**src/hw/sohm_map.svh**
```systemverilog
// Purpose: Constants for the supply and oscillator health monitor
// Assumes: 100 MHz fast-oscillator clock
// Notes:   Times are kept in their own units; cycle counts derive from them
//
// Functional notes
// - Balance-switch alerts are masked according to the two highest-cell selections.
// - Differing highest-cell selections mask no balance-switch alert at all.
// - High-voltage regulator off when main supply invalid or die above shutdown limit.
// - After thermal shutdown, regulator stays off until die below lower threshold.
// - Interface-supply undervoltage comparator sets its flag in fault summary one.
// - Interface-supply undervoltage flag held off until power-on reset flag first cleared.
// - Core-supply undervoltage sets the power-on reset flag in top status.
// - Pumping stops at regulation and resumes only after the hysteresis droop.
// - Charge pump disabled whenever the device is in shutdown.
// - Pumping paused during measurement cycles, calibration included, except during settling delays longer than 30 us.
// - Between scan sequences pump runs on fast clock for 57 us.
// - During calibration the intercharge interval is 21 us.
// - Pump keeps running during settling delays longer than 30 us.
// - Outside acquisition the pump is clocked from the slow clock.
// - Pump undervoltage flag set by comparator, blocked until first reset-flag clear.
// - Pump overvoltage disables the pump and sets its flag.
// - Headroom flag reports low headroom, updated during measurements.
// - Pump-disable control set to 1 stops the pump in acquisition.
// - Fast-clock counter sampled every two slow periods; out of tolerance sets fault.
// - Two redundant slow-oscillator fault flags at summary bits 15 and 14.
// - Fast-oscillator error shows as Manchester, parity and third oscillator flags.
// - Supply-multiplexer fault continuously checked and flagged.
// - Power-on reset flag is never masked.
`ifndef SOHM_MAP_SVH
`define SOHM_MAP_SVH
`define SOHM_CLK_HZ        100000000
`define SOHM_US_HZ         1000000
`define SOHM_INTER_US      57
`define SOHM_CAL_US        21
`define SOHM_SETTLE_MAX_US 30
`define SOHM_PUMP_FAST_HZ  83000
`define SOHM_PUMP_SLOW_HZ  32000
`define SOHM_SLOW_MIN_HZ   31129
`define SOHM_SLOW_MAX_HZ   34406
`define SOHM_SLOW_PERIODS  2
`define SOHM_FS_OSC_A      15
`define SOHM_FS_OSC_B      14
`define SOHM_FS_PUMP_OV    13
`define SOHM_FS_PUMP_UV    12
`define SOHM_FS_HDRM       11
`define SOHM_FS_IFACE_UV   10
`define SOHM_FS_MUX        9
`define SOHM_FS_BALSW      8
`define SOHM_TS_POR        14
`define SOHM_TS_FAULT_SUMMARY_ONE      1
`define SOHM_LE_MAN        0
`define SOHM_LE_PAR        1
`define SOHM_LE_OSC3       2
`endif

```
**src/hw/sohm_pkg.sv**
```systemverilog
// Purpose: Types for the supply and oscillator health monitor
// Assumes: Constants live in sohm_map.svh
// Notes:   State of each module is one packed struct
package sohm_pkg;
  typedef enum logic [1:0] {
    SOHM_PH_IDLE  = 2'b00,
    SOHM_PH_MEAS  = 2'b01,
    SOHM_PH_INTER = 2'b10
  } sohm_phase_e;

  typedef struct packed {
    sohm_phase_e  phase;
    logic [13:0]  inter_cnt;
    logic [11:0]  div_cnt;
    logic         tsd;
    logic         reg_hold;
    logic         hv_en;
    logic         pump_en;
    logic         pump_fast;
    logic         pump_tick;
    logic         por;
    logic         por_cleared;
    logic [15:0]  fault;
    logic [2:0]   link_err;
    logic [13:0]  balsw;
  } sohm_top_s;
endpackage

```
**src/hw/sohm_osc_if.sv**
```systemverilog
// Purpose: Carries the slow-oscillator check between top and counter
// Assumes: All signals on clk
// Notes:   slow_osc_s is already synchronised
`timescale 1ns/1ps
`default_nettype none
interface sohm_osc_if;
  logic        slow_osc_s;
  logic        fault_pulse;
  logic [13:0] last_count;
  modport mon (input slow_osc_s, output fault_pulse, output last_count);
  modport ctl (output slow_osc_s, input fault_pulse, input last_count);
endinterface
`default_nettype wire

```
**src/hw/sohm_sync.sv**
```systemverilog
// Purpose: Two-stage synchroniser for asynchronous comparator levels
// Assumes: Inputs may change at any time
// Notes:   Stage one feeds only stage two
`timescale 1ns/1ps
`default_nettype none
module sohm_sync #(
  parameter int WIDTH = 12
) (
  // Clock and reset
  input  wire logic             clk,
  input  wire logic             reset_n,
  // Levels
  input  wire logic [WIDTH-1:0] async_in,
  output logic      [WIDTH-1:0] sync_out
);
  typedef struct packed {
    logic [WIDTH-1:0] s1;
    logic [WIDTH-1:0] s2;
  } sohm_sync_s;

  sohm_sync_s sync_reg;
  sohm_sync_s sync_next;

  // Shift one stage per clock
  always_comb begin
    sync_next    = sync_reg;
    sync_next.s1 = async_in;
    sync_next.s2 = sync_reg.s1;
  end

  always_ff @(posedge clk) begin
    if (!reset_n) begin
      sync_reg <= '0;
    end else begin
      sync_reg <= sync_next;
    end
  end

  assign sync_out = sync_reg.s2;
endmodule
`default_nettype wire

```
**src/hw/sohm_osc_check.sv**
```systemverilog
// Purpose: Measures the slow oscillator against the fast clock
// Assumes: Slow oscillator arrives synchronised
// Notes:   A stopped slow oscillator also reports a fault
`timescale 1ns/1ps
`default_nettype none
module sohm_osc_check #(
  parameter int CNT_W   = 14,
  parameter int MIN_CYC = 5812,
  parameter int MAX_CYC = 6424
) (
  // Clock and reset
  input wire logic clk,
  input wire logic reset_n,
  // Check results
  sohm_osc_if.mon  osc
);
  typedef struct packed {
    logic             prev;
    logic             half;
    logic [CNT_W-1:0] cnt;
    logic             fault;
    logic [CNT_W-1:0] last;
    logic             armed;
  } sohm_osc_s;

  sohm_osc_s osc_reg;
  sohm_osc_s osc_next;
  logic      rise;

  // Sample the count on every second rising edge
  always_comb begin
    osc_next       = osc_reg;
    osc_next.fault = 1'b0;
    osc_next.prev  = osc.slow_osc_s;
    rise           = osc.slow_osc_s & ~osc_reg.prev;
    osc_next.cnt   = osc_reg.cnt + 1'b1;
    if (rise && !osc_reg.armed) begin
      // Reset lands mid-period, so the first window opens on an edge
      osc_next.armed = 1'b1;
      osc_next.cnt   = '0;
    end else if (rise && osc_reg.half) begin
      osc_next.last  = osc_reg.cnt;
      osc_next.fault = (osc_reg.cnt < CNT_W'(MIN_CYC)) |
                       (osc_reg.cnt > CNT_W'(MAX_CYC));
      osc_next.cnt   = '0;
      osc_next.half  = 1'b0;
    end else if (rise) begin
      osc_next.half = 1'b1;
    end else if (osc_reg.cnt > CNT_W'(MAX_CYC)) begin
      // Missing edges would otherwise never be judged
      osc_next.fault = 1'b1;
      osc_next.cnt   = '0;
      osc_next.half  = 1'b0;
    end
  end

  always_ff @(posedge clk) begin
    if (!reset_n) begin
      osc_reg <= '0;
    end else begin
      osc_reg <= osc_next;
    end
  end

  assign osc.fault_pulse = osc_reg.fault;
  assign osc.last_count  = 14'(osc_reg.last);
endmodule
`default_nettype wire

```
**src/hw/sohm_top.sv**
```systemverilog
// Purpose: Supply, charge-pump and oscillator supervision
// Assumes: Comparator inputs are asynchronous levels, host strobes synchronous
// Notes:   Flags are sticky; a clear strobe loses against a same-cycle set
`timescale 1ns/1ps
`default_nettype none
`include "sohm_map.svh"
module sohm_top #(
  parameter int INTER_CYC   = `SOHM_INTER_US * (`SOHM_CLK_HZ / `SOHM_US_HZ),
  parameter int OSC_MIN_CYC = `SOHM_SLOW_PERIODS * `SOHM_CLK_HZ / `SOHM_SLOW_MAX_HZ,
  parameter int OSC_MAX_CYC = `SOHM_SLOW_PERIODS * `SOHM_CLK_HZ / `SOHM_SLOW_MIN_HZ
) (
  // Clock and reset
  input  wire logic        clk,
  input  wire logic        reset_n,
  // Analog comparators, asynchronous
  input  wire logic        main_supply_ok,
  input  wire logic        therm_above_shdn,
  input  wire logic        therm_below_hyst,
  input  wire logic        iface_supply_uv,
  input  wire logic        core_supply_uv,
  input  wire logic        pump_in_reg,
  input  wire logic        pump_droop,
  input  wire logic        pump_uv,
  input  wire logic        pump_ov,
  input  wire logic        pump_headroom_low,
  input  wire logic        supply_mux_fault,
  input  wire logic        slow_osc,
  // Scan engine status
  input  wire logic        meas_active,
  input  wire logic        scan_done,
  input  wire logic        cal_active,
  input  wire logic [2:0]  settle_active,
  input  wire logic [9:0]  aux_settle_delay,
  input  wire logic [9:0]  cell_settle_delay,
  input  wire logic [9:0]  switch_settle_delay,
  // Host configuration
  input  wire logic        shutdown,
  input  wire logic        pump_disable,
  input  wire logic [3:0]  highest_cell_sel_a,
  input  wire logic [3:0]  highest_cell_sel_b,
  input  wire logic [13:0] balance_switch_raw,
  // Serial-link error events
  input  wire logic        manchester_evt,
  input  wire logic        parity_evt,
  input  wire logic        fast_osc_evt,
  // Host clear strobes, write one to clear
  input  wire logic [15:0] fault_clear,
  input  wire logic        por_clear,
  input  wire logic [2:0]  link_err_clear,
  // Regulator and pump control
  output logic             hv_reg_enable,
  output logic             pump_enable,
  output logic             pump_fast_sel,
  output logic             pump_clk_en,
  // Flags and status
  output logic [13:0]      balance_switch_alert,
  output logic [15:0]      fault_summary_one,
  output logic [15:0]      top_status_reg,
  output logic             power_on_reset_flag,
  output logic             fault_summary_one_alert,
  output logic             manchester_err_flag,
  output logic             parity_err_flag,
  output logic             fast_osc_fault,
  output logic [13:0]      slow_osc_count
);
  // Derived cycle counts
  localparam int CAL_CYC    = `SOHM_CAL_US * (`SOHM_CLK_HZ / `SOHM_US_HZ);
  localparam int FAST_DIV   = `SOHM_CLK_HZ / `SOHM_PUMP_FAST_HZ;
  localparam int SLOW_DIV   = `SOHM_CLK_HZ / `SOHM_PUMP_SLOW_HZ;
  localparam int SYNC_W     = 12;

  // Synchroniser bit positions
  localparam int SY_MAIN    = 0;
  localparam int SY_HOT     = 1;
  localparam int SY_COOL    = 2;
  localparam int SY_IFUV    = 3;
  localparam int SY_COREUV  = 4;
  localparam int SY_INREG   = 5;
  localparam int SY_DROOP   = 6;
  localparam int SY_PUV     = 7;
  localparam int SY_POV     = 8;
  localparam int SY_HDRM    = 9;
  localparam int SY_MUX     = 10;
  localparam int SY_SLOW    = 11;

  sohm_pkg::sohm_top_s top_reg;
  sohm_pkg::sohm_top_s top_next;

  logic [SYNC_W-1:0] cmp_s;
  logic [15:0]       fs_set;
  logic [13:0]       balsw_keep;
  logic              long_settle;
  logic              fast_clk;
  logic              run_phase;
  logic              div_wrap;
  logic [11:0]       div_limit;
  logic [15:0]       status;

  sohm_osc_if osc_bus ();

  // Highest-cell masking: when both selections are equal, bits at or above the selected cell are hidden
  function automatic logic [13:0] balsw_mask(input logic [3:0] sel_a,
                                             input logic [3:0] sel_b);
    logic [13:0] m;
    m = '1;
    if (sel_a == sel_b) begin
      for (int i = 0; i < 14; i++) begin
        m[i] = (4'(i) < sel_a);
      end
    end
    return m;
  endfunction

  // Comparators are asynchronous to the fast clock
  sohm_sync #(
    .WIDTH    (SYNC_W)
  ) u_sync (
    .clk      (clk),
    .reset_n  (reset_n),
    .async_in ({slow_osc, supply_mux_fault, pump_headroom_low, pump_ov,
                pump_uv, pump_droop, pump_in_reg, core_supply_uv,
                iface_supply_uv, therm_below_hyst, therm_above_shdn,
                main_supply_ok}),
    .sync_out (cmp_s)
  );

  assign osc_bus.slow_osc_s = cmp_s[SY_SLOW];

  // Slow-oscillator frequency check on the fast clock
  sohm_osc_check #(
    .CNT_W   (14),
    .MIN_CYC (OSC_MIN_CYC),
    .MAX_CYC (OSC_MAX_CYC)
  ) u_osc (
    .clk     (clk),
    .reset_n (reset_n),
    .osc     (osc_bus)
  );

  // Settling delays over the worst case keep the pump alive
  always_comb begin
    long_settle = 1'b0;
    if (settle_active[0] && aux_settle_delay > 10'(`SOHM_SETTLE_MAX_US)) begin
      long_settle = 1'b1;
    end
    if (settle_active[1] && cell_settle_delay > 10'(`SOHM_SETTLE_MAX_US)) begin
      long_settle = 1'b1;
    end
    if (settle_active[2] && switch_settle_delay > 10'(`SOHM_SETTLE_MAX_US)) begin
      long_settle = 1'b1;
    end
  end

  // Next-state logic for the whole block
  always_comb begin
    top_next = top_reg;

    // Thermal shutdown latch with hysteresis
    if (cmp_s[SY_HOT]) begin
      top_next.tsd = 1'b1;
    end else if (cmp_s[SY_COOL]) begin
      top_next.tsd = 1'b0;
    end
    top_next.hv_en = cmp_s[SY_MAIN] & ~top_next.tsd;

    // Regulation hold: stop at target, resume after the droop
    if (cmp_s[SY_INREG]) begin
      top_next.reg_hold = 1'b1;
    end else if (cmp_s[SY_DROOP]) begin
      top_next.reg_hold = 1'b0;
    end

    // Acquisition phase tracking
    unique case (top_reg.phase)
      sohm_pkg::SOHM_PH_IDLE: begin
        if (meas_active) begin
          top_next.phase = sohm_pkg::SOHM_PH_MEAS;
        end
      end
      sohm_pkg::SOHM_PH_MEAS: begin
        if (scan_done) begin
          top_next.phase     = sohm_pkg::SOHM_PH_INTER;
          top_next.inter_cnt = cal_active ? 14'(CAL_CYC)
                                          : 14'(INTER_CYC);
        end
      end
      sohm_pkg::SOHM_PH_INTER: begin
        if (meas_active) begin
          top_next.phase = sohm_pkg::SOHM_PH_MEAS;
        end else if (top_reg.inter_cnt <= 14'd1) begin
          top_next.phase = sohm_pkg::SOHM_PH_IDLE;
        end else begin
          top_next.inter_cnt = top_reg.inter_cnt - 14'd1;
        end
      end
      default: begin
        top_next.phase = sohm_pkg::SOHM_PH_IDLE;
      end
    endcase

    // Pump gating: measurement pauses it unless a long settle is running
    run_phase = (top_reg.phase != sohm_pkg::SOHM_PH_MEAS) || long_settle;
    fast_clk  = (top_reg.phase == sohm_pkg::SOHM_PH_INTER) || long_settle;
    top_next.pump_en = run_phase
                     & ~shutdown
                     & ~pump_disable
                     & ~cmp_s[SY_POV]
                     & ~top_next.reg_hold;
    top_next.pump_fast = fast_clk;

    // Pump clock divider, fast or slow rate
    div_limit = fast_clk ? 12'(FAST_DIV - 1) : 12'(SLOW_DIV - 1);
    div_wrap  = (top_reg.div_cnt >= div_limit);
    top_next.div_cnt   = div_wrap ? 12'h000 : top_reg.div_cnt + 12'h001;
    top_next.pump_tick = div_wrap & top_next.pump_en;

    // Fault summary sources
    fs_set                     = 16'h0000;
    fs_set[`SOHM_FS_OSC_A]     = osc_bus.fault_pulse;
    fs_set[`SOHM_FS_OSC_B]     = osc_bus.fault_pulse;
    fs_set[`SOHM_FS_PUMP_OV]   = cmp_s[SY_POV];
    fs_set[`SOHM_FS_PUMP_UV]   = cmp_s[SY_PUV] & top_reg.por_cleared;
    fs_set[`SOHM_FS_HDRM]      = cmp_s[SY_HDRM] & meas_active;
    fs_set[`SOHM_FS_IFACE_UV]  = cmp_s[SY_IFUV] & top_reg.por_cleared;
    fs_set[`SOHM_FS_MUX]       = cmp_s[SY_MUX];
    balsw_keep                 = balsw_mask(highest_cell_sel_a, highest_cell_sel_b);
    top_next.balsw             = balance_switch_raw & balsw_keep;
    fs_set[`SOHM_FS_BALSW]     = |top_next.balsw;

    // Sticky flags: a set in the clear cycle survives
    top_next.fault = (top_reg.fault & ~fault_clear) | fs_set;

    // Power-on reset flag and its first-clear memory
    top_next.por = (top_reg.por & ~por_clear) | cmp_s[SY_COREUV];
    if (por_clear) begin
      top_next.por_cleared = 1'b1;
    end

    // Link error flags fed by the serial receiver
    top_next.link_err = (top_reg.link_err & ~link_err_clear) |
                        {fast_osc_evt, parity_evt, manchester_evt};
  end

  // One register for all state; power-up raises the reset flag
  always_ff @(posedge clk) begin
    if (!reset_n) begin
      top_reg     <= '0;
      top_reg.por <= 1'b1;
    end else begin
      top_reg <= top_next;
    end
  end

  // Top status word: reset flag is passed without any mask
  always_comb begin
    status                 = 16'h0000;
    status[`SOHM_TS_POR]   = top_reg.por;
    status[`SOHM_TS_FAULT_SUMMARY_ONE] = |top_reg.fault;
  end

  // Control outputs
  assign hv_reg_enable = top_reg.hv_en;
  assign pump_enable   = top_reg.pump_en;
  assign pump_fast_sel = top_reg.pump_fast;
  assign pump_clk_en   = top_reg.pump_tick;

  // Flag outputs
  assign balance_switch_alert    = top_reg.balsw;
  assign fault_summary_one       = top_reg.fault;
  assign top_status_reg          = status;
  assign power_on_reset_flag     = top_reg.por;
  assign fault_summary_one_alert = status[`SOHM_TS_FAULT_SUMMARY_ONE];
  assign manchester_err_flag     = top_reg.link_err[`SOHM_LE_MAN];
  assign parity_err_flag         = top_reg.link_err[`SOHM_LE_PAR];
  assign fast_osc_fault          = top_reg.link_err[`SOHM_LE_OSC3];
  assign slow_osc_count          = osc_bus.last_count;
endmodule
`default_nettype wire

```
**config.mk**
```make
export PLATFORM = sky130hd
export DESIGN_NAME = sohm_top
export DESIGN_NICKNAME = d
export VERILOG_FILES = /design/src/hw/sohm_pkg.sv /design/src/hw/sohm_osc_if.sv /design/src/hw/sohm_sync.sv /design/src/hw/sohm_osc_check.sv /design/src/hw/sohm_top.sv
export VERILOG_INCLUDE_DIRS = /design/src /design/src/hw
export SDC_FILE = /design/constraint.sdc
export NUM_CORES = 1
export LEC_CHECK = 0
export ABC_AREA = 1
export BUFFER_PORTS_ARGS = -buffer_cell sky130_fd_sc_hd__buf_2
export CORE_MARGIN = 4
export CORE_UTILIZATION = 30
export DETAILED_ROUTE_END_ITERATION = 7
export GPL_TIMING_DRIVEN = 0
export RECOVER_POWER = 50
export SYNTH_ARGS = -nofsm -noshare
export SYNTH_HDL_FRONTEND = slang
export SYNTH_SLANG_ARGS = --single-unit
export TNS_END_PERCENT = 5
```
**constraint.sdc**
```tcl
create_clock -name clk -period 2.54 [get_ports clk]
set_input_delay 0.127 -clock clk [delete_from_list [all_inputs] [get_ports clk]]
set_output_delay 0.127 -clock clk [all_outputs]
set_load 0.05 [all_outputs]
```
==> results of run 1 <==
==> cells in the mapped netlist, drive strengths merged <==
library cell | count | area [sq um]
o21ai | 22 | 110
nand2 | 160 | 618
nor4 | 5 | 31.3
nand3 | 47 | 265
a21oi | 46 | 230
clkbuf | 9 | 33.8
conb | 1 | 3.75
xnor2 | 7 | 61.3
nand4 | 6 | 37.5
xor2 | 16 | 140
nor2 | 115 | 459
nor3 | 12 | 81.3
buf | 76 | 563
dfxtp | 125 | 2500
nor3b | 3 | 22.5
inv | 101 | 379
o31ai | 1 | 7.51
or2 | 3 | 18.8
a21boi | 1 | 7.51
a31oi | 4 | 25.0
ha | 10 | 125
o22ai | 1 | 6.26
o211ai | 2 | 15.0
a211oi | 1 | 7.51
nand3b | 1 | 7.51
==> how the worst min path moves through the flow <==
stage | start | end | slack (ns) | cells after the start
2_1_floorplan | fault_clear[0] | fault_summary_one[0]$_SDFF_PN0_ | 0.20 | 1
3_3_place_gp | fault_clear[4] | fault_summary_one[4]$_SDFF_PN0_ | 0.29 | 2
3_5_place_dp | fault_clear[3] | fault_summary_one[3]$_SDFF_PN0_ | 0.28 | 2
4_1_cts | pump_disable | pump_enable$_SDFF_PN0_ | 0.002 | 4
5_1_grt | fault_clear[9] | fault_summary_one[9]$_SDFF_PN0_ | 0.02 | 4
6_report | pump_disable | pump_enable$_SDFF_PN0_ | 0.01 | 4
==> worst max-delay path, cell delays in order (launching register included) <==
cell	delay, ns
dfxtp_1	0.34
nor2_1	0.07
clkbuf_4	0.20
nor2_4	0.18
inv_1	0.10
ha_1	0.27
inv_1	0.05
nand2_1	0.04
a21oi_1	0.10
o21ai_0	0.09
a21oi_1	0.14
nor2_1	0.05
nor2_1	0.13
nand2_1	0.11
clkbuf_2	0.23
nor2_1	0.11
==> power breakdown <==
group | internal [mW] | total [mW] | switching, mW
registers | 2.03 | 2.07 | 0.0376
clock network | 1.71 | 2.58 | 0.870
logic | 0.278 | 0.707 | 0.429
total | 4.02 | 5.36 | 1.34
==> cell usage in the layout, fill, tap and decap left out, types with 5 or more instances in the layout <==
master,instances
a21oi_1,46
buf_2,131
buf_4,63
clkbuf_1,34
clkbuf_16,17
conb_1,14
dfxtp_1,125
dlygate4sd3_1,49
ha_1,10
inv_1,97
nand2_1,153
nand2_2,7
nand3_1,41
nand3_2,6
nand4_1,6
nor2_1,108
nor3_1,9
nor4_1,5
o21ai_0,21
xnor2_1,7
xor2_1,16
==> logic make-up after synthesis <==
group                      Yosys count  synth area share, %
other                                1               0.0651
DFF                                125                 43.4
adders and majority gates           10                 2.17
xor gates and xnor gates            23                 3.50
and+or+nand+nor                    352                 26.8
AOI/OAI and AO/OA                   78                 7.10
buffers and inverters              186                 16.9
==> metal layers <==
metal,vias to the layer above,wire [um],track usage (%)
li1,2802,-,-
met1,2331,6780,17.3
met2,109,6990,23.5
met3,17,641,3.72
met4,0,275,5.03
met5,-,0,0
==> cell type report <==
type                       count  area, sq um
fill                        1893        10800
sequential                   125         2500
multi-input combinational    477         2330
timing repair buffer         197         1200
buffer                        85          601
clock buffer                  21          470
inverter                     101          379
tap                          234          293
clock inverter                11          164
==> through the flow <==
stage | setup WS, ns | instances | utilization (%) | cell area, sq um | setup TNS [ns]
floorplan | 0.436 | 788 | - | 5810 | 0
global placement | -0.192 | 1170 | 36.5 | 6840 | -1.86
detailed placement | -0.225 | 1170 | 36.5 | 6840 | -2.15
CTS | 0.107 | 1251 | 42.5 | 7970 | 0
global route | -0.0102 | 1251 | 42.3 | 7950 | -0.0154
finish | 0.245 | 1251 | 42.3 | 7950 | 0
==> repair_timing <==
action	CTS	global route
hold buffers	49	0
setup buffers	0	0
setup endpoints to repair	10	10
gates resized for setup	2	2
endpoints found under the hold margin	46	0
==> reports/metrics.cfg, run 1 <==
[critical_path]
r2r_cells=15
r2r_slack_ns=0.24
crit_path_end=top_reg[46]$_SDFF_PP0_
endpoint_kind=flip-flop
critPathRequiredTime_ns=2.89
reg2reg_to=top_reg[46]$_SDFF_PP0_
critical_path_class=flip-flop to flip-flop
rr_startpoint=top_reg[67]$_SDFFE_PN0P_
cp-startpoint=top_reg[67]$_SDFFE_PN0P_
arrival_ns=2.65
startpoint_type=flip-flop
cp_max_fo=10

[cts]
cts_sinks=125
clk_latency_ns=0.42
htreeDepth=4
cts.path.max_buffers=2
root_buffer=clkbuf_16
cts_tree=done
cts_buffers=17
path_clk_slew_ns=0.05

[floorplan]
die_area_sq_um=21500
ios=166
start_util_pct=30.7
dieHeight_um=147
die_width_um=147
core_sq_um=18800
rows=50

[yosys]
synth.cell_area_sq_um=5760
synthCells=775
ys_types=37
ys_ff_latch=125
synth_warnings=0
ys_seq_area_share_pct=43.4
avgSynthCellArea_sq_um=7.43

[place]
dpl.hpwl_um=10900
globalplace.congestion=0.858
port_buffers=148

[sta]
max_freq_mhz=436
finClkSkew_ns=0.00725
slew_headroom_pct=57.7
period_minus_slack_ns=2.30
hold_viol_final=0
hold_ws_ns=0.0133
finalSetupViolations=0
finalMaxSlewViolations=0
worstMarginPinSlew_ns=0.637
finalCritPeriodShare_pct=90.4

[detailed_routing]
dr.first_iter.drc_count=209
drt-pass1-iter-count=5
drc_errors=0
antenna_left=0
drt-total-wl_um=14700
via_count=5259
drt-wirelength-per-cell_um=11.7
vias_per_cell=4.20

[power_and_ir_drop]
power.total_mw=5.36
leakage_nw=3.89
ir_drop_mv=0.442
power.density_nw_per_um2=674

[grt]
grt_overflow=0
grt_usage_pct=14.0
grt_max_degree=17
grt_pass1_vias=5172
grt_pass1_wl_um=24400
antenna_found_initial=0

[layout]
largest_reg_flops=31
nets=1111
drive_gt1_share_pct=25.7
antenna_cells=0
areaGrowthSynthToFinish_pct=38.0

[status]
outcome=finished clean

[flow_run]
max-cap-violations=0

[worst_hold_path]
hold_class=primary input to flip-flop

Note: power is estimated with default switching activity, not from simulation.
==> run 2: changes to the inputs <==
- ABC_AREA: 1 -> default
==> run 2 against run 1 <==
  * Design area shrank 1.3%
  * Sequential cell count unchanged
  * Sequential power hardly changed
  * Maximum frequency decreased by 8.2%
  * Clock skew about the same
  * Cell count down 10%
  * Non-clock buffer count increased by 7
  * Critical path type is now primary input to flip-flop
  * Critical endpoint is now top_reg[51]$_SDFF_PP0_
  * Largest cell class is now multi-input combinational cells
  * Largest power group unchanged
  * Highest routed layer unchanged
==> reports/metrics.cfg, run 2 <==
[detailed_routing]
drt-wirelength-per-cell_um=13.6
antenna_left=0
vias_per_cell=4.65
via_count=5222
dr.first_iter.drc_count=200
drt-total-wl_um=15300
drt-pass1-iter-count=5
drc_errors=0

[yosys]
avgSynthCellArea_sq_um=8.63
synthCells=655
synth_common_cells=dfxtp_1, nand2_1, buf_4
synthTopCellsByArea=dfxtp_1, buf_4, nand2_1
synth_edf_count=0
yosys.cell_count.top_type=dfxtp_1
async_flop_share_pct=0
synth_warnings=0
ys_ff_latch=125
ys_types=56
synth_top_area_cell=dfxtp_1
synth.cell_area_sq_um=5650
synth-main-ff-cell=dfxtp_1
ys_seq_area_share_pct=44.3
yosys.area.top_type_share_pct=44.3

[layout]
nets=990
areaGrowthSynthToFinish_pct=38.8
multi_input_area_sq_um=2600
final_cell_mix=dfxtp_1, buf_2, nand2_1, buf_4, clkbuf_1
final_common_cell=dfxtp_1
design_area_sq_um=7850
final-seq-area_sq_um=2500
antenna_cells=0
fillCellCount=1843
largest_reg_flops=31
instances_no_fill=1124
drive_gt1_share_pct=26.5
fin_util_pct=42.9

[place]
port_buffers=147
dpl.hpwl_um=11100
placed_cell_area_sq_um=6790
dp.cells=1044
dp_slack_ns=-0.754
globalplace.congestion=0.847

[grt]
grt_pass1_wl_um=24800
grt_usage_pct=14.4
grt_max_degree=17
grt_overflow=0
antenna_found_initial=0
grt_pass1_vias=5098

[cts]
cts.path.max_buffers=2
clk_latency_ns=0.41
cts_buffers=17
cts_sinks=125
htreeDepth=4
cts_tree=done
path_clk_slew_ns=0.06
root_buffer=clkbuf_16

[floorplan]
start_util_pct=30.9
core_sq_um=18300
die_width_um=145
ios=166
dieHeight_um=145
die_area_sq_um=21100
rows=49

[sta]
finClkSkew_ns=0.00680
hold_viol_final=0
rsz0062_at_grt=true
finalMaxSlewViolations=0
period_minus_slack_ns=2.50
max_freq_mhz=400
hold_ws_ns=0.0209
finalCritPeriodShare_pct=98.5
fin_ws_ns=0.0391
worstMarginPinSlew_ns=0.701
finalSetupViolations=0
finalSetupTns_ns=0
slew_headroom_pct=53.3

[power_and_ir_drop]
power.density_nw_per_um2=637
leakage_nw=3.31
ir_drop_mv=0.457
power.total_mw=4.99

[worst_hold_path]
hold_end=fault_summary_one[9]$_SDFF_PN0_
holdPathStages=4
min_from=fault_clear[9]
hold_class=primary input to flip-flop

[critical_path]
cp_max_fo=5
r2r_slack_ns=0.11
r2r_cells=10
endpoint_kind=flip-flop
rr_startpoint=top_reg[67]$_SDFFE_PN0P_
critical_path_class=primary input to flip-flop
startpoint_type=primary input
reg2reg_to=top_reg[51]$_SDFF_PP0_
arrival_ns=2.84
critPathRequiredTime_ns=2.88

[flow_run]
max-cap-violations=0

[status]
outcome=finished clean

run 2: changes by cell type after synthesis, moves of 20 or more:
cell      before  now
and2_1         0   29
inv_1         96   26
nand3_1       41   11
nor2_1       108   38
a211oi_1       1   28
nand2_1      153   72
clkbuf_1       9   29
run 2: kinds of logic after synthesis:
group	Yosys count	synth area share (%)
flip-flops	125	44.3
XOR/XNOR	25	3.87
multiplexers	1	0.177
adder cells (fa/ha/maj)	10	2.21
buffers and inverters	120	12.2
AO/OA/AOI/OAI	144	16.3
AND/OR/NAND/NOR	229	20.9
other	1	0.0663
run 2: worst max path at each step:
stage	from	endpoint	slack [ns]	cells after the start
2_1_floorplan	switch_settle_delay[9]	top_reg[44]$_SDFF_PP0_	-0.17	11
3_3_place_gp	switch_settle_delay[9]	top_reg[45]$_SDFF_PP0_	-0.71	11
3_5_place_dp	switch_settle_delay[9]	top_reg[52]$_SDFF_PP0_	-0.75	12
4_1_cts	switch_settle_delay[9]	top_reg[46]$_SDFF_PP0_	0.02	13
5_1_grt	switch_settle_delay[9]	top_reg[52]$_SDFF_PP0_	-0.05	13
6_report	switch_settle_delay[9]	top_reg[51]$_SDFF_PP0_	0.04	13
run 2: what timing repair did:
action / in CTS / in global routing
hold endpoints to repair: 43 / 0
gates resized for setup: 1 / 12
buffers inserted: 2 / 1
hold buffers: 45 / 0
pin swaps: 2 / 3
setup endpoints to repair: 13 / 12
cloned: 0 / 1
run 2: critical path, stage by stage:
cell	delay [ns]
buf_6	0.09
or4_4	0.52
a211o_1	0.25
a222oi_1	0.32
buf_4	0.19
nand2_4	0.08
ha_4	0.25
nand2b_4	0.13
a21o_1	0.16
a211oi_2	0.23
o21ai_2	0.15
clkbuf_16	0.19
a211oi_2	0.16
run 2: routing by layer:
layer	global-route usage [%]	vias to the layer above	part of all wire, %
met5	0	-	0
met4	5.65	0	1.6
met3	4.83	17	7.7
met2	23.9	188	47
met1	17.2	2363	44
li1	-	2654	-
run 2: report_power, final:
group | leakage (nW) | switching (mW) | internal [mW]
sequential | 1.02 | 0.0471 | 2.03
clock | 0.269 | 0.896 | 1.34
combinational | 2.01 | 0.402 | 0.280
run 2: layout make-up:
type	count	share of cell area, %
plain buffers	93	7.69
repair buffers	196	15.3
clock buffers	17	5.42
inverters	27	1.29
flip-flops and latches	125	31.9
multi-input cells	423	33.2
well taps	229	3.65
clock inverters	14	1.56
==> run 3: changes to the inputs <==
- CORE_UTILIZATION: 30 -> 52
- PLACE_DENSITY: default -> 0.8
==> run 3 against run 2 <==
  * Total power rose by 3.9%
  * Count of clock-buffer cells in the layout rose by 2
  * Setup slack improved by 0.071 ns
  * Cell count fell by 7.7%
  * Sequential cell count did not move
  * Largest power group unchanged
==> reports/metrics.cfg, run 3 (synthesis results as in run 2) <==
[sta]
finalCritPeriodShare_pct=95.7
finalSetupViolations=0
period_minus_slack_ns=2.43
finalMaxSlewViolations=0
finClkSkew_ns=0.00630
finalSetupTns_ns=0
slew_headroom_pct=48.9
worstMarginPinSlew_ns=0.766
hold_viol_final=0
max_freq_mhz=412

[critical_path]
critical_path_class=primary input to flip-flop
arrival_ns=2.85
cp_num_buf_inv=3
critPathRequiredTime_ns=2.97
cp_cell_sequence=buf_2, or4_4, a211o_1, a222oi_1, buf_4, nand2_4, ha_4, nand2b_1, a21o_1, a211oi_2, o21ai_2, buf_8, a211oi_2
critPathSlowestCell=or4_4
critPathMaxStageDelay_ns=0.52
endpoint_kind=flip-flop
critical_path_depth=13
startpoint_type=primary input
r2r_cells=10
cpLargestDelayFamily=compound AO/OA/AOI/OAI gates
cp_max_fo=10
crit_top_cell=a211oi_2

[grt]
antenna_found_initial=0
grt_pass1_wl_um=26300
grt_usage_pct=25.5
grt_pass1_vias=5554
grt_overflow=0
grt_max_degree=17

[floorplan]
start_util_pct=54.0
ios=166
core_sq_um=10500
rows=37
dieHeight_um=112
die_width_um=112
die_area_sq_um=12600

[power_and_ir_drop]
leakage_nw=3.32
power.density_nw_per_um2=665
power.total_mw=5.19
ir_drop_mv=0.408

[place]
dpl.hpwl_um=10900
port_buffers=147
globalplace.congestion=0.929

[worst_hold_path]
holdPathStages=3
hold_class=primary input to flip-flop

[cts]
root_buffer=clkbuf_8
cts_sinks=125
cts.path.max_buffers=2
cts_tree=done
cts_buffers=17
path_clk_slew_ns=0.06
clk_latency_ns=0.51
htreeDepth=4

[detailed_routing]
antenna_left=0
dr.first_iter.drc_count=319
drt-total-wl_um=16300
via_count=5513
drc_errors=0
vias_per_cell=5.32
drt-wirelength-per-cell_um=15.7
drt-pass1-iter-count=5

[layout]
nets=995
antenna_cells=0
areaGrowthSynthToFinish_pct=37.9
final_cell_mix=dfxtp_1, buf_2, nand2_1, buf_4, clkbuf_1
final_common_cell=dfxtp_1
drive_gt1_share_pct=25.9
largest_reg_flops=31
fillCellCount=750

[flow_run]
max-cap-violations=0

[status]
outcome=finished clean

[run 3: per-stage QoR]
stage | util [%] | worst slack [ns] | instances | hold WS [ns] | instance area [sq um]
after floorplan | - | -0.166 | 668 | 0.203 | 5770
after global placement | 63.8 | -0.530 | 951 | 0.291 | 6680
after detailed placement | 63.8 | -0.607 | 951 | 0.293 | 6680
after CTS | 74.5 | 0.0248 | 1035 | 0.0111 | 7790
after global routing | 74.5 | -0.000842 | 1037 | 0.0486 | 7800
final | 74.5 | 0.110 | 1037 | 0.0328 | 7800
[run 3: where the power goes]
| group | total (mW) | switching (mW) | internal [mW] |
|---|---|---|---|
| clock network | 2.41 | 0.887 | 1.52 |
| registers | 2.08 | 0.0508 | 2.03 |
| logic | 0.695 | 0.414 | 0.281 |
| total | 5.19 | 1.35 | 3.84 |
[run 3: final timing paths]
| check | start | endpoint | slack (ns) |
|---|---|---|---|
| max | switch_settle_delay[9] | top_reg[50]$_SDFF_PP0_ | 0.11 |
| min | scan_done | top_reg[55]$_SDFFE_PN0P_ | 0.03 |
| min reg2reg | u_sync.sync_next[11]$_SDFF_PN0_ | u_sync.sync_out[11]$_SDFF_PN0_ | 0.43 |
| max reg2reg | top_reg[67]$_SDFFE_PN0P_ | top_reg[50]$_SDFF_PP0_ | 0.17 |
[run 3: layout make-up]
cell class	instances	area (sq um)	share of cell area, %
Timing Repair Buffer	201	1220	15.7
Clock inverter	13	165	2.12
Clock buffer	19	432	5.54
Sequential cell	125	2500	32.1
Tap cell	136	170	2.18
Buffer	93	602	7.72
Inverter	27	101	1.30
Multi-Input combinational cell	423	2600	33.3
[run 3: layer usage]
layer,part of all wire [%],global-route usage [%],up-vias
li1,-,-,2671
met1,38,28.9,2514
met2,50,46.0,288
met3,8.7,6.15,40
met4,2.5,10.3,0
met5,0,0,-
[run 3: worst register-to-register path: stages, from the launching register on]
cell      delay, ns
dfxtp_1        0.43
nand2b_1       0.21
clkbuf_2       0.27
nand2_4        0.11
ha_4           0.24
nand2b_1       0.13
a21o_1         0.16
a211oi_2       0.24
o21ai_2        0.12
buf_8          0.16
a211oi_2       0.22
[run 3: repair_timing]
item,in CTS,in global routing
pin swaps,1,4
setup endpoints to repair,10,11
hold buffers,51,0
buffers inserted,1,2
gates resized for setup,1,7
hold endpoints to repair,48,0
